--- config.mk ---
export PLATFORM = sky130hd
export DESIGN_NAME = cpmd_decode
export DESIGN_NICKNAME = d
export VERILOG_FILES = /design/src/cpmd_pkg.sv /design/src/cpmd_decode.sv /design/src/cpmd_sync.sv
export VERILOG_INCLUDE_DIRS = /design/src /design/src/src
export SDC_FILE = /design/constraint.sdc
export NUM_CORES = 1
export LEC_CHECK = 0
export BUFFER_PORTS_ARGS = -buffer_cell sky130_fd_sc_hd__buf_4
export CORE_MARGIN = 1.5
export CORE_UTILIZATION = 40
export DETAILED_ROUTE_END_ITERATION = 16
export PLACE_DENSITY = 0.66
export SYNTH_ARGS = -nofsm -noshare
export SYNTH_HDL_FRONTEND = slang
export SYNTH_SLANG_ARGS = --single-unit
export TNS_END_PERCENT = 5
--- constraint.sdc ---
create_clock -name clk -period 2.49 [get_ports clk]
set_clock_uncertainty 0.05 [all_clocks]
set_input_delay 0.1245 -clock clk [delete_from_list [all_inputs] [get_ports clk]]
set_output_delay 0.1245 -clock clk [all_outputs]
set_load 0.1 [all_outputs]
--- src/cpmd_defines.svh ---
// timing counts, trim field width and default trim value for the config pin decoder
`ifndef CPMD_DEFINES_SVH
`define CPMD_DEFINES_SVH
`define CPMD_TRIM_W          3
`define CPMD_TRIM_DEFAULT    3'h3
`define CPMD_SYNC_STAGES     2
`define CPMD_MODE_REUSE_CYC  2
`endif

--- src/cpmd_pkg.sv ---
// types shared by the config pin decoder
package cpmd_pkg;
    typedef enum logic [1:0] {
        CPMD_STRAP,
        CPMD_MGMT_RESET,
        CPMD_MGMT
    } cpmd_mode_t;

    typedef struct packed {
        logic       bus_24bit_single_edge;
        logic       clock_differential;
        logic       latch_rising;
        logic       deskew_on;
        logic [2:0] deskew_trim;
    } cpmd_cfg_t;

    typedef struct packed {
        logic scl_in;
        logic sda_in;
        logic hpd_in;
    } cpmd_i2c_pins_t;
endpackage : cpmd_pkg

--- src/cpmd_decode.sv ---
// dual-function configuration pin decoder
`include "cpmd_defines.svh"

module cpmd_decode (
    // clock and reset
    input  wire logic                    clk,
    input  wire logic                    rst,
    // pins
    input  wire logic                    mgmt_iface_select,
    input  wire logic                    bus_width_select,
    input  wire logic                    clock_mode_select_in,
    output logic                         clock_mode_select_out,
    output logic                         clock_mode_select_oe,
    input  wire logic                    latch_edge_pin,
    input  wire logic                    deskew_enable_pin,
    input  wire logic [2:0]              deskew_trim_inputs,
    input  wire logic                    vref_low_swing,
    // management side settings and data drive
    input  wire logic                    mgmt_sda_pull_low,
    input  wire logic                    mgmt_deskew_enable,
    input  wire logic [2:0]              mgmt_deskew_trim,
    input  wire logic                    mgmt_bus_24bit,
    input  wire logic                    mgmt_clock_diff,
    input  wire logic                    mgmt_latch_rising,
    // decoded outputs
    output cpmd_pkg::cpmd_cfg_t          cfg,
    output cpmd_pkg::cpmd_i2c_pins_t     i2c_pins,
    output logic                         mgmt_active,
    output logic                         mgmt_state_reset
);
    localparam int NSYNC = 8;

    logic [NSYNC-1:0] pin_raw;
    logic [NSYNC-1:0] pin_s;
    cpmd_pkg::cpmd_mode_t     mode_reg;
    cpmd_pkg::cpmd_mode_t     mode_next;
    cpmd_pkg::cpmd_cfg_t      cfg_reg;
    cpmd_pkg::cpmd_cfg_t      cfg_next;
    cpmd_pkg::cpmd_i2c_pins_t i2c_reg;
    cpmd_pkg::cpmd_i2c_pins_t i2c_next;
    logic                     oe_reg;
    logic                     oe_next;
    logic                     rst_pulse_reg;
    logic                     mgmt_active_reg;
    logic                     mgmt_active_next;

    assign pin_raw = {vref_low_swing, deskew_trim_inputs, deskew_enable_pin,
                      latch_edge_pin, clock_mode_select_in, bus_width_select};

    // pins cross into the clock domain before any decode
    cpmd_sync #(.WIDTH(NSYNC)) u_sync (
        .clk      (clk),
        .rst      (rst),
        .async_in ({pin_raw[NSYNC-1:1], pin_raw[0]}),
        .sync_out (pin_s)
    );

    // select is synchronised separately to judge the mode first
    logic sel_meta_reg;
    logic sel_reg;
    always_ff @(posedge clk) begin
        if (rst) begin
            sel_meta_reg <= 1'b0;
            sel_reg      <= 1'b0;
        end else begin
            sel_meta_reg <= mgmt_iface_select;
            sel_reg      <= sel_meta_reg;
        end
    end

    wire       s_width    = pin_s[0];
    wire       s_cmode    = pin_s[1];
    wire       s_latch    = pin_s[2];
    wire       s_deskew_enable_pin     = pin_s[3];
    wire [2:0] s_trim     = pin_s[6:4];
    wire       s_vref_low = pin_s[7];

    // mode sequencing: leaving strap mode passes through a reset state
    always_comb begin
        mode_next = mode_reg;
        case (mode_reg)
            cpmd_pkg::CPMD_STRAP: begin
                if (sel_reg) begin
                    mode_next = cpmd_pkg::CPMD_MGMT_RESET;
                end
            end
            cpmd_pkg::CPMD_MGMT_RESET: begin
                mode_next = sel_reg ? cpmd_pkg::CPMD_MGMT : cpmd_pkg::CPMD_STRAP;
            end
            cpmd_pkg::CPMD_MGMT: begin
                if (!sel_reg) begin
                    mode_next = cpmd_pkg::CPMD_STRAP;
                end
            end
            default: mode_next = cpmd_pkg::CPMD_STRAP;
        endcase
    end

    wire in_mgmt = (mode_reg == cpmd_pkg::CPMD_MGMT) && sel_reg;
    wire in_rst  = (mode_reg == cpmd_pkg::CPMD_MGMT_RESET);

    assign mgmt_active_next = (mode_next == cpmd_pkg::CPMD_MGMT);

    // strap decode
    wire strap_diff   = s_cmode & ~s_width & s_vref_low;
    wire [2:0] strap_trim = s_deskew_enable_pin ? s_trim : `CPMD_TRIM_DEFAULT;

    always_comb begin
        cfg_next = '0;
        cfg_next.deskew_trim = `CPMD_TRIM_DEFAULT;
        if (!sel_reg) begin
            cfg_next.bus_24bit_single_edge = s_width;
            cfg_next.clock_differential    = strap_diff;
            cfg_next.latch_rising          = s_latch;
            cfg_next.deskew_on             = s_deskew_enable_pin;
            cfg_next.deskew_trim           = strap_trim;
        end else if (in_mgmt) begin
            cfg_next.bus_24bit_single_edge = mgmt_bus_24bit;
            cfg_next.clock_differential    = mgmt_clock_diff;
            cfg_next.latch_rising          = mgmt_latch_rising;
            cfg_next.deskew_on             = mgmt_deskew_enable;
            cfg_next.deskew_trim           = mgmt_deskew_enable ? mgmt_deskew_trim
                                                                : `CPMD_TRIM_DEFAULT;
        end
    end

    always_comb begin
        i2c_next = '1;
        if (in_mgmt) begin
            i2c_next.scl_in = s_width;
            i2c_next.sda_in = s_cmode;
            i2c_next.hpd_in = s_latch;
        end else begin
            i2c_next.hpd_in = 1'b0;
        end
    end

    assign oe_next = in_mgmt & mgmt_sda_pull_low;

    always_ff @(posedge clk) begin
        if (rst) begin
            mode_reg      <= cpmd_pkg::CPMD_STRAP;
            cfg_reg       <= '0;
            i2c_reg       <= 3'h6;
            oe_reg        <= 1'b0;
            rst_pulse_reg <= 1'b0;
            mgmt_active_reg <= 1'b0;
        end else begin
            mode_reg      <= mode_next;
            cfg_reg       <= cfg_next;
            i2c_reg       <= i2c_next;
            oe_reg        <= oe_next;
            rst_pulse_reg <= in_rst | ~sel_reg;
            mgmt_active_reg <= mgmt_active_next;
        end
    end

    assign clock_mode_select_out = 1'b0;
    assign clock_mode_select_oe  = oe_reg;
    assign cfg                   = cfg_reg;
    assign i2c_pins              = i2c_reg;
    assign mgmt_active           = mgmt_active_reg;
    assign mgmt_state_reset      = rst_pulse_reg;

    // checks
    open_drain_a: assert property (@(posedge clk) disable iff (rst)
        clock_mode_select_oe |-> mgmt_active && !clock_mode_select_out)
        else $error("data pin driven outside management mode");
    width_strap_a: assert property (@(posedge clk) disable iff (rst)
        !sel_reg |=> cfg.bus_24bit_single_edge == $past(s_width))
        else $error("strap width decode wrong");
    latch_strap_a: assert property (@(posedge clk) disable iff (rst)
        !sel_reg |=> cfg.latch_rising == $past(s_latch))
        else $error("strap latch edge wrong");
    trim_strap_a: assert property (@(posedge clk) disable iff (rst)
        (!sel_reg && !s_deskew_enable_pin) |=> cfg.deskew_trim == `CPMD_TRIM_DEFAULT)
        else $error("default trim not applied");
    trim_pins_a: assert property (@(posedge clk) disable iff (rst)
        (!sel_reg && s_deskew_enable_pin) |=> cfg.deskew_on && cfg.deskew_trim == $past(s_trim))
        else $error("pin trim not applied");
    reset_pass_a: assert property (@(posedge clk) disable iff (rst)
        (mode_reg == cpmd_pkg::CPMD_STRAP && sel_reg)
            |=> mode_reg == cpmd_pkg::CPMD_MGMT_RESET ##1 mgmt_state_reset)
        else $error("management reset skipped");
    scl_route_a: assert property (@(posedge clk) disable iff (rst)
        in_mgmt |=> i2c_pins.scl_in == $past(s_width) && i2c_pins.hpd_in == $past(s_latch))
        else $error("serial clock or hot plug routing wrong");
    mgmt_width_a: assert property (@(posedge clk) disable iff (rst)
        in_mgmt |=> cfg.bus_24bit_single_edge == $past(mgmt_bus_24bit))
        else $error("width pin still selects width in management mode");
    sda_route_a: assert property (@(posedge clk) disable iff (rst)
        in_mgmt |=> i2c_pins.sda_in == $past(s_cmode))
        else $error("data line level not routed");
    mgmt_cfg_a: assert property (@(posedge clk) disable iff (rst)
        in_mgmt |=> cfg.deskew_on == $past(mgmt_deskew_enable))
        else $error("management deskew setting ignored");
    diff_strap_a: assert property (@(posedge clk) disable iff (rst)
        !sel_reg |=> cfg.clock_differential == $past(strap_diff))
        else $error("clock mode decode wrong");
    sel_first_a: assert property (@(posedge clk) disable iff (rst)
        !sel_reg |=> !mgmt_active)
        else $error("management mode with select low");

    enter_mgmt_c: cover property (@(posedge clk) disable iff (rst)
        !sel_reg ##1 sel_reg [*3] ##1 mgmt_active);
    sda_pull_c: cover property (@(posedge clk) disable iff (rst) clock_mode_select_oe);
    strap_deskew_c: cover property (@(posedge clk) disable iff (rst)
        !sel_reg && s_deskew_enable_pin);
    reset_pass_c: cover property (@(posedge clk) disable iff (rst) mgmt_state_reset && sel_reg);
    hot_plug_c: cover property (@(posedge clk) disable iff (rst) mgmt_active && i2c_pins.hpd_in);
endmodule : cpmd_decode

--- src/cpmd_sync.sv ---
// two flip-flop synchroniser, one per bit
module cpmd_sync #(
    parameter int WIDTH = 8
) (
    // clock and reset
    input  wire logic             clk,
    input  wire logic             rst,
    // data
    input  wire logic [WIDTH-1:0] async_in,
    output logic      [WIDTH-1:0] sync_out
);
    logic [WIDTH-1:0] meta_reg;
    logic [WIDTH-1:0] sync_reg;

    // refuse a synchroniser with no bits at elaboration
    generate
        if (WIDTH < 1) begin : g_width_check
            $error("cpmd_sync: WIDTH must be at least 1");
        end
    endgenerate

    genvar i;
    generate
        for (i = 0; i < WIDTH; i++) begin : g_bit
            always_ff @(posedge clk) begin
                if (rst) begin
                    meta_reg[i] <= 1'b0;
                    sync_reg[i] <= 1'b0;
                end else begin
                    meta_reg[i] <= async_in[i];
                    sync_reg[i] <= meta_reg[i];
                end
            end
        end
    endgenerate

    assign sync_out = sync_reg;
endmodule : cpmd_sync

==> run summary, run 1 <==
Detailed placer's ending HPWL = 954 µm
Status = complete, no violations
Max-cap violation count = 0
Std-Cell Core Area = 2250 µm²
Critical path class = flop to flop
Count of endpoints failing hold in the final timing report = 0
Number of nets still failing antenna checks after routing = 0
Final worst-path cycle share = 45.1%
Post-Syn Area = 982 µm²
GP Congestion = 0.737
Unrepaired setup endpoints after global routing = false
Number of filler cells placed in the layout = 205
Antenna diode instance count = 0
H-tree Lvls = 2
Critical Path Sink Type = flop
Final Util = 62.8%
CTS root buf = clkbuf_4
Req. time, crit path = 2.66 ns
IR Drop Worst-Case VDD = 0.000521 V
Time the worst path needs with I/O delays and setup = 1.12 ns
Placement row count = 17
Initial core utilization = 43.6%
Final instance area = 1420 µm²
Final routed wirelength across all metal layers = 1560 µm
Clock slew at reported path FFs = 0.09 ns
Sink count of the clock tree = 33
Worst skew pair latency = 0.32 ns
Die Ht = 52.6 µm
Deepest clock path buffer count = 2
Iteration-0 DRC count of the detailed router = 10
Die Wd = 52.6 µm
Fraction of the yosys area taken by sequential cells = 67.3%
Detailed-router iteration count before antenna repair = 3
Number of top-level pins = 33
Critical Path Start Type = flop
Setup crit start = sel_reg$_SDFF_PP0_
Worst-path maximum fanout = 8
Static leakage = 0.636 nW
Final net count = 147
Via-to-Cell Ratio = 4.36
Max Fclk = 891 MHz
Maximum number of pins on one net before global-route repair = 27
Final count of pins violating max slew = 0
Power density of the placed cells = 661 nW/µm²
Number of synthesized register bits = 33
Post-synthesis net count = 99
Ratio of cells with drive above 1 in the final layout = 31.8%
Number of global-route vias before repair = 622
Sum of overflow across all layers after global routing = 0
Drt wl/cell = 9.96 µm
Path class of the lowest-slack min-delay path = input pin to flop
Placed cell area = 1230 µm²
Worst flop-to-flop path startpoint = sel_reg$_SDFF_PP0_
Via count = 685
Post-route DRC violation count = 0
Area enclosed by the die boundary = 2760 µm²
Arrival @ worst endpoint = 1.29 ns
Placed cell count = 136
Startpoint of the most critical hold path = mgmt_deskew_trim[2]
Total Routing Usage GR = 13.4%
Synthesized area per cell = 12.3 µm²
Global-route wire length before repair = 2480 µm
Fin cells = 157
Initial antenna violation count = 0
CTS tree = done
Distinct cells, synth = 21
Port bufs = 31
TritonCTS Buffers = 5
Total negative setup slack = 0 ns
Endpoints failing setup = 0
Area added between synthesis and finish = 44.1%
Synthesized netlist cell count = 80
Ys Warns = 0
==> critical path, cell delays in order (launching register included) <==
cell and delay, ns:
dfxtp_1 0.45, nand4b_1 0.21, o221a_2 0.31
==> power breakdown <==
group          switching, W  leakage [nW]  internal [W]
logic             0.0000610         0.333     0.0000498
registers        0.00000585         0.271      0.000546
clock network      0.000166        0.0320      0.000107
total              0.000232         0.636      0.000703
==> Yosys cell counts <==
master,n,share of area [%]
o221a_2,2,2.3
clkbuf_1,1,0.38
buf_4,1,0.76
a22o_1,2,1.8
nor2b_1,16,10
inv_1,2,0.76
nand4b_1,1,0.89
a21oi_1,2,1.0
and3_1,2,1.3
buf_2,1,0.51
and2b_1,3,2.3
nor2_1,1,0.38
xor2_1,1,0.89
and4bb_4,1,1.7
dfxtp_1,33,67
nor4b_1,1,0.89
o32ai_1,1,0.89
nand2b_1,5,3.2
conb_1,1,0.38
a32o_1,1,1.0
and2_1,2,1.3
==> cells by family after synthesis <==
| logic type | synth area share [%] |
|---|---|
| flip-flops | 67.3 |
| AND/OR/NAND/NOR | 22.0 |
| AO/OA/AOI/OAI | 7.01 |
| buffers and inverters | 2.42 |
| XOR/XNOR | 0.892 |
| other | 0.382 |
==> cells in the final DEF (no fill, tap or decap) <==
cell,n
inv_1,2
and2_1,2
clkbuf_4,5
xor2_1,1
o32ai_1,1
and3_1,2
a21oi_1,2
and4bb_4,1
nor2b_1,16
clkinv_2,2
dlygate4sd3_1,13
and2b_1,3
nand4b_1,1
nor2_1,1
buf_4,31
a32o_1,1
clkbuf_1,1
a22o_1,2
o221a_2,2
conb_1,1
nor4b_1,1
dfxtp_1,33
nand2b_1,5
==> path summary, 6_finish.rpt <==
kind | endpoint | slack (ns) | cells after the start
worst max-delay path | cfg[1]$_SDFF_PP0_ | 1.37 | 2
worst min-delay path | cfg[2]$_SDFF_PP0_ | 0.03 | 3
worst max register to register | cfg[1]$_SDFF_PP0_ | 1.37 | 2
worst min register to register | sel_reg$_SDFF_PP0_ | 0.39 | 1
==> area by class of cell <==
class                      instances  area [µm²]  area share, %
multi-input combinational         42         298           21.0
inverter                           2        7.51          0.531
sequential                        33         661           46.7
clock inverter                     2        10.0          0.707
tap                               28        35.0           2.48
clock buffer                       6        41.3           2.92
timing repair buffer              44         363           25.6
==> metal layers <==
layer  vias up  GRT usage (%)  wire, µm
li1        355              -         -
met1       303           13.4       631
met2        25           21.0       783
met3         2           7.71       121
met4         0           8.97        27
met5         -              0         0
==> repair_timing <==
item	4_1_cts	5_1_grt
hold buffers	13	0
buffers inserted	0	0
setup endpoints to repair	0	0
endpoints found under the hold margin	13	0
resized for setup	0	0
==> through the flow <==
step	total power [W]	worst slack [ns]	hold WS, ns
6_report	0.000936	1.37	0.0271
5_1_grt	0.000979	1.28	0.0185
4_1_cts	0.000943	1.37	0.0170
3_5_place_dp	0.000659	1.40	0.287
3_3_place_gp	0.000658	1.44	0.282
2_1_floorplan	0.000628	1.41	0.146
No activity file was read; power rests on OpenSTA's default activity.
==> run 2, diff against run 1 <==
==> constraint.sdc (replaced) <==
create_clock -name clk -period 1.17 [get_ports clk]
set_clock_uncertainty 0.05 [all_clocks]
set_input_delay 0.0585 -clock clk [delete_from_list [all_inputs] [get_ports clk]]
set_output_delay 0.0585 -clock clk [all_outputs]
set_load 0.1 [all_outputs]
==> run summary, run 2 (synthesized netlist as in run 1, its figures left out) <==
Iteration-0 DRC count of the detailed router = 6
Sum of overflow across all layers after global routing = 0
Final instance area = 1470 µm²
Port bufs = 31
Detailed-router iteration count before antenna repair = 2
Deepest clock path buffer count = 2
Number of buffers added for setup after CTS = 0
Placed cell area = 1240 µm²
Clock slew at reported path FFs = 0.09 ns
Number of global-route vias before repair = 586
Placement row count = 17
Worst hold slack = 0.0995 ns
Die Wd = 52.6 µm
Slowest library cell on the worst path = dlygate4sd3_1
Final routed wirelength across all metal layers = 1560 µm
TritonCTS Buffers = 5
Global Route met3 Usage = 5.43%
Static leakage = 0.659 nW
GP Congestion = 0.752
Path class of the lowest-slack min-delay path = input pin to flop
Final worst-path cycle share = 94.4%
Max-cap violation count = 0
IR Drop Worst-Case VDD = 0.000814 V
Sink count of the clock tree = 33
Multi-input gate area = 298 µm²
Met2 demand-to-capacity share in global routing = 19.0%
Via count = 697
Maximum number of pins on one net before global-route repair = 23
Critical path class = input pin to flop
Final count of pins violating max slew = 0
CTS root buf = clkbuf_4
Status = complete, no violations
Worst-path maximum fanout = 22
Area enclosed by the die boundary = 2760 µm²
Final net count = 152
Unrepaired setup endpoints after global routing = true
Area added between synthesis and finish = 49.3%
Initial core utilization = 43.6%
Critical path's most frequent cell = buf_4
Detailed placer's ending HPWL = 985 µm
Number of filler cells placed in the layout = 178
Drt wl/cell = 9.61 µm
Sequential cell area = 664 µm²
Most frequent cells in the layout = buf_4 (32), dfxtp_1 (30), dlygate4sd3_1 (17)
CTS tree = done
Endpoints failing setup = 0
Power density of the placed cells = 1350 nW/µm²
Met1 Resource Use GR = 14.6%
Global-route wire length before repair = 2420 µm
Number of nets still failing antenna checks after routing = 0
H-tree Lvls = 2
Critical Path Start Type = input pin
Arrival @ worst endpoint = 1.26 ns
Req. time, crit path = 1.33 ns
Number of top-level pins = 33
Antenna diode instance count = 0
Worst skew pair latency = 0.31 ns
Post-route DRC violation count = 0
Ratio of cells with drive above 1 in the final layout = 33.6%
Via-to-Cell Ratio = 4.30
Fin cells = 162
Max Fclk = 905 MHz
Die Ht = 52.6 µm
Leading cell type in the layout, fill and taps excluded = buf_4
Placed cell count = 137
Count of endpoints failing hold in the final timing report = 0
Time the worst path needs with I/O delays and setup = 1.10 ns
Std-Cell Core Area = 2250 µm²
Critical Path Sink Type = flop
Total Routing Usage GR = 12.9%
Initial antenna violation count = 0
Most crowded layer after global routing = met2
Chain of cells forming the critical path = dlygate4sd3_1 > buf_4 > buf_4 > inv_1 > and3_1
Crit path largest cell delay = 0.53 ns
==> run 2: cell count changes in the layout (fill, tap and decap cells not counted) <==
cell and change:
buf_4 +1, dfxtp_1 -3, dfxtp_2 +3, dlygate4sd3_1 +4
==> run 2: final cells by class <==
cell class / count / share of cell area, %
Inverter: 2 / 0.512
Clock inverter: 2 / 0.683
Multi-Input combinational cell: 42 / 20.3
Tap cell: 28 / 2.39
Timing Repair Buffer: 49 / 28.0
Sequential cell: 33 / 45.3
Clock buffer: 6 / 2.82
==> run 2: worst paths after layout <==
check	start	to	slack, ns	cells past startpoint
max	rst	mode_reg[1]$_SDFF_PP0_	0.07	5
min	mgmt_deskew_enable	cfg[3]$_SDFF_PP0_	0.1	3
min reg2reg	u_sync.meta_reg[1]$_SDFF_PP0_	u_sync.sync_out[1]$_SDFF_PP0_	0.39	1
max reg2reg	mode_reg[0]$_SDFF_PP0_	cfg[1]$_SDFF_PP0_	0.08	2
==> run 2: timing repair <==
action,CTS,global route
gates resized for setup,0,3
hold endpoints to repair,18,0
hold buffers,17,0
endpoints found under the setup margin,0,3
==> run 2: critical path, delay by kind of cell <==
| kind | cells | cell delay [ns] |
|---|---|---|
| buffers and inverters | 4 | 1.01 |
| and+or+nand+nor | 1 | 0.19 |
==> run 2: metrics by stage <==
step | TNS, ns | worst slack (ns) | util [%] | power [W]
CTS | 0 | 0.0739 | 64.9 | 0.00202
global placement | 0 | 0.124 | 55.0 | 0.00140
global route | -0.0690 | -0.0307 | 65.0 | 0.00209
detailed placement | 0 | 0.0965 | 55.0 | 0.00141
finish | 0 | 0.0654 | 65.0 | 0.00199
floorplan | 0 | 0.153 | - | 0.00134
==> run 2: where the power goes <==
group / internal [W] / leakage [nW] / switching [W] / total (W)
combinational: 0.000117 / 0.354 / 0.000133 / 0.000250
clock: 0.000229 / 0.0320 / 0.000333 / 0.000562
sequential: 0.00116 / 0.273 / 0.0000121 / 0.00117
total: 0.00151 / 0.659 / 0.000479 / 0.00199
==> run 2: per-layer routing <==
| metal | share of wire [%] | wire length, µm |
|---|---|---|
| met5 | 0 | 0 |
| met4 | 2.2 | 35 |
| met3 | 6.2 | 96 |
| met2 | 48 | 747 |
| met1 | 44 | 678 |
==> run 3, diff against run 2 <==
--- a/config.mk
+++ b/config.mk
@@ -8,9 +8,9 @@
 export LEC_CHECK = 0
 export BUFFER_PORTS_ARGS = -buffer_cell sky130_fd_sc_hd__buf_4
 export CORE_MARGIN = 1.5
-export CORE_UTILIZATION = 40
+export CORE_UTILIZATION = 47
 export DETAILED_ROUTE_END_ITERATION = 16
-export PLACE_DENSITY = 0.66
+export PLACE_DENSITY = 0.75
 export SYNTH_ARGS = -nofsm -noshare
 export SYNTH_HDL_FRONTEND = slang
 export SYNTH_SLANG_ARGS = --single-unit
==> run summary, run 3 (synthesized netlist as in run 1, its figures left out) <==
Status = complete, no violations
Register-to-register setup slack = 0.09 ns
Critical Path Sink Type = flop
Global-route wire length before repair = 2830 µm
Worst-path maximum fanout = 13
Worst flop-to-flop path startpoint = mode_reg[0]$_SDFF_PP0_
Detailed-router iteration count before antenna repair = 4
Count of endpoints failing hold in the final timing report = 0
Drt wl/cell = 10.2 µm
Total Routing Usage GR = 16.1%
IR Drop Worst-Case VDD = 0.000898 V
Final Util = 74.4%
Overall power of the completed layout = 0.00198 W
Req. time, crit path = 1.32 ns
Critical path capture point = cfg[4]$_SDFF_PP0_
Max-cap violation count = 0
TritonCTS Buffers = 5
Deepest clock path buffer count = 2
Path class of the lowest-slack min-delay path = input pin to flop
Sink count of the clock tree = 33
Area added between synthesis and finish = 48.7%
Crit path max-delay family = buffers and inverters
Final routed wirelength across all metal layers = 1650 µm
H-tree Lvls = 2
Placement row count = 16
Total negative setup slack = 0 ns
Critical register-to-register path endpoint = cfg[1]$_SDFF_PP0_
Die Wd = 48.7 µm
Area enclosed by the die boundary = 2370 µm²
Via count = 704
Final worst-path cycle share = 95.9%
Final count of pins violating max slew = 0
Antenna diode instance count = 0
Number of buffer and inverter stages on the critical path = 2
Stages on the worst setup path = 4
Number of nets still failing antenna checks after routing = 0
Endpoints failing setup = 0
Worst skew pair latency = 0.31 ns
Port bufs = 31
CTS root buf = clkbuf_4
Max Fclk = 891 MHz
Static leakage = 0.653 nW
Clock slew at reported path FFs = 0.09 ns
Sum of overflow across all layers after global routing = 0
Std-Cell Core Area = 1960 µm²
Post-route DRC violation count = 0
Die Ht = 48.7 µm
Cell count of the worst reg-to-reg path = 2
Number of global-route vias before repair = 684
Iteration-0 DRC count of the detailed router = 10
Crit path largest cell delay = 0.53 ns
Chain of cells forming the critical path = dlygate4sd3_1 > buf_4 > and4bb_4 > a22o_1
Initial antenna violation count = 0
Maximum number of pins on one net before global-route repair = 15
Time the worst path needs with I/O delays and setup = 1.12 ns
Met2 demand-to-capacity share in global routing = 27.6%
Critical Path Start Type = input pin
Via-to-Cell Ratio = 4.37
Number of filler cells placed in the layout = 142
Global Route met3 Usage = 5.86%
Arrival @ worst endpoint = 1.28 ns
Most frequent cells in the layout = dfxtp_1 (32), buf_4 (32), dlygate4sd3_1 (17)
Critical path class = input pin to flop
Detailed placer's ending HPWL = 985 µm
Power density of the placed cells = 1360 nW/µm²
Unrepaired setup endpoints after global routing = false
Number of top-level pins = 33
Initial core utilization = 50.1%
GP Congestion = 0.756
Met1 Resource Use GR = 17.8%
Most crowded layer after global routing = met2
Slowest library cell on the worst path = dlygate4sd3_1
Number of buffers added for setup after CTS = 0
Ratio of cells with drive above 1 in the final layout = 30.6%
Worst hold slack = 0.100 ns
Final net count = 152
Setup crit start = rst
CTS tree = done
## run 3: cell type report
cell class	instances	area (µm²)	share of cell area, %
Timing Repair Buffer	49	410	28.1
Clock buffer	8	48.8	3.34
Sequential cell	33	662	45.3
Inverter	2	7.51	0.514
Tap cell	27	33.8	2.31
Multi-Input combinational cell	42	298	20.4
## run 3: power by group
part           total, W  leakage, nW  internal (W)  switching (W)
logic          0.000252        0.354      0.000117       0.000135
registers       0.00118        0.272       0.00116      0.0000129
clock network  0.000553       0.0265      0.000239       0.000313
## run 3: worst min-delay path by stage
| stage | startpoint | end | slack [ns] | depth (start not counted) |
|---|---|---|---|---|
| 6_report | mgmt_deskew_enable | cfg[2]$_SDFF_PP0_ | 0.10 | 3 |
| 5_1_grt | mgmt_deskew_enable | cfg[2]$_SDFF_PP0_ | 0.12 | 3 |
| 4_1_cts | mgmt_deskew_enable | cfg[3]$_SDFF_PP0_ | 0.08 | 3 |
| 3_5_place_dp | deskew_trim_inputs[2] | u_sync.meta_reg[6]$_SDFF_PP0_ | 0.22 | 2 |
| 3_3_place_gp | deskew_trim_inputs[2] | u_sync.meta_reg[6]$_SDFF_PP0_ | 0.22 | 2 |
| 2_1_floorplan | rst | u_sync.meta_reg[1]$_SDFF_PP0_ | 0.08 | 1 |
## run 3: per-layer routing
| layer | wire, µm | vias up |
|---|---|---|
| met3 | 96 | 0 |
| met2 | 866 | 24 |
| li1 | - | 368 |
| met5 | 0 | - |
| met4 | 0 | 0 |
| met1 | 685 | 312 |
## run 3: timing repair
| action | in CTS | in global routing |
|---|---|---|
| hold endpoints to repair | 23 | 0 |
| resized for setup | 0 | 1 |
| hold buffers | 17 | 0 |
| endpoints found under the setup margin | 0 | 2 |
## run 3: worst min-delay path: cells and delay by family
family / cells / cell delay, ns
buffers and inverters: 1 / 0.11
AND/OR/NAND/NOR: 1 / 0.16
AO/OA/AOI/OAI: 1 / 0.09
## run 3: metrics by stage
step                      cells  cell area, µm²  setup WS, ns
after CTS                   161            1460        0.0583
final                       161            1460        0.0479
after global placement      136            1240         0.123
after detailed placement    136            1240        0.0753
after floorplan              80             982         0.153
after global routing        161            1460        0.0106
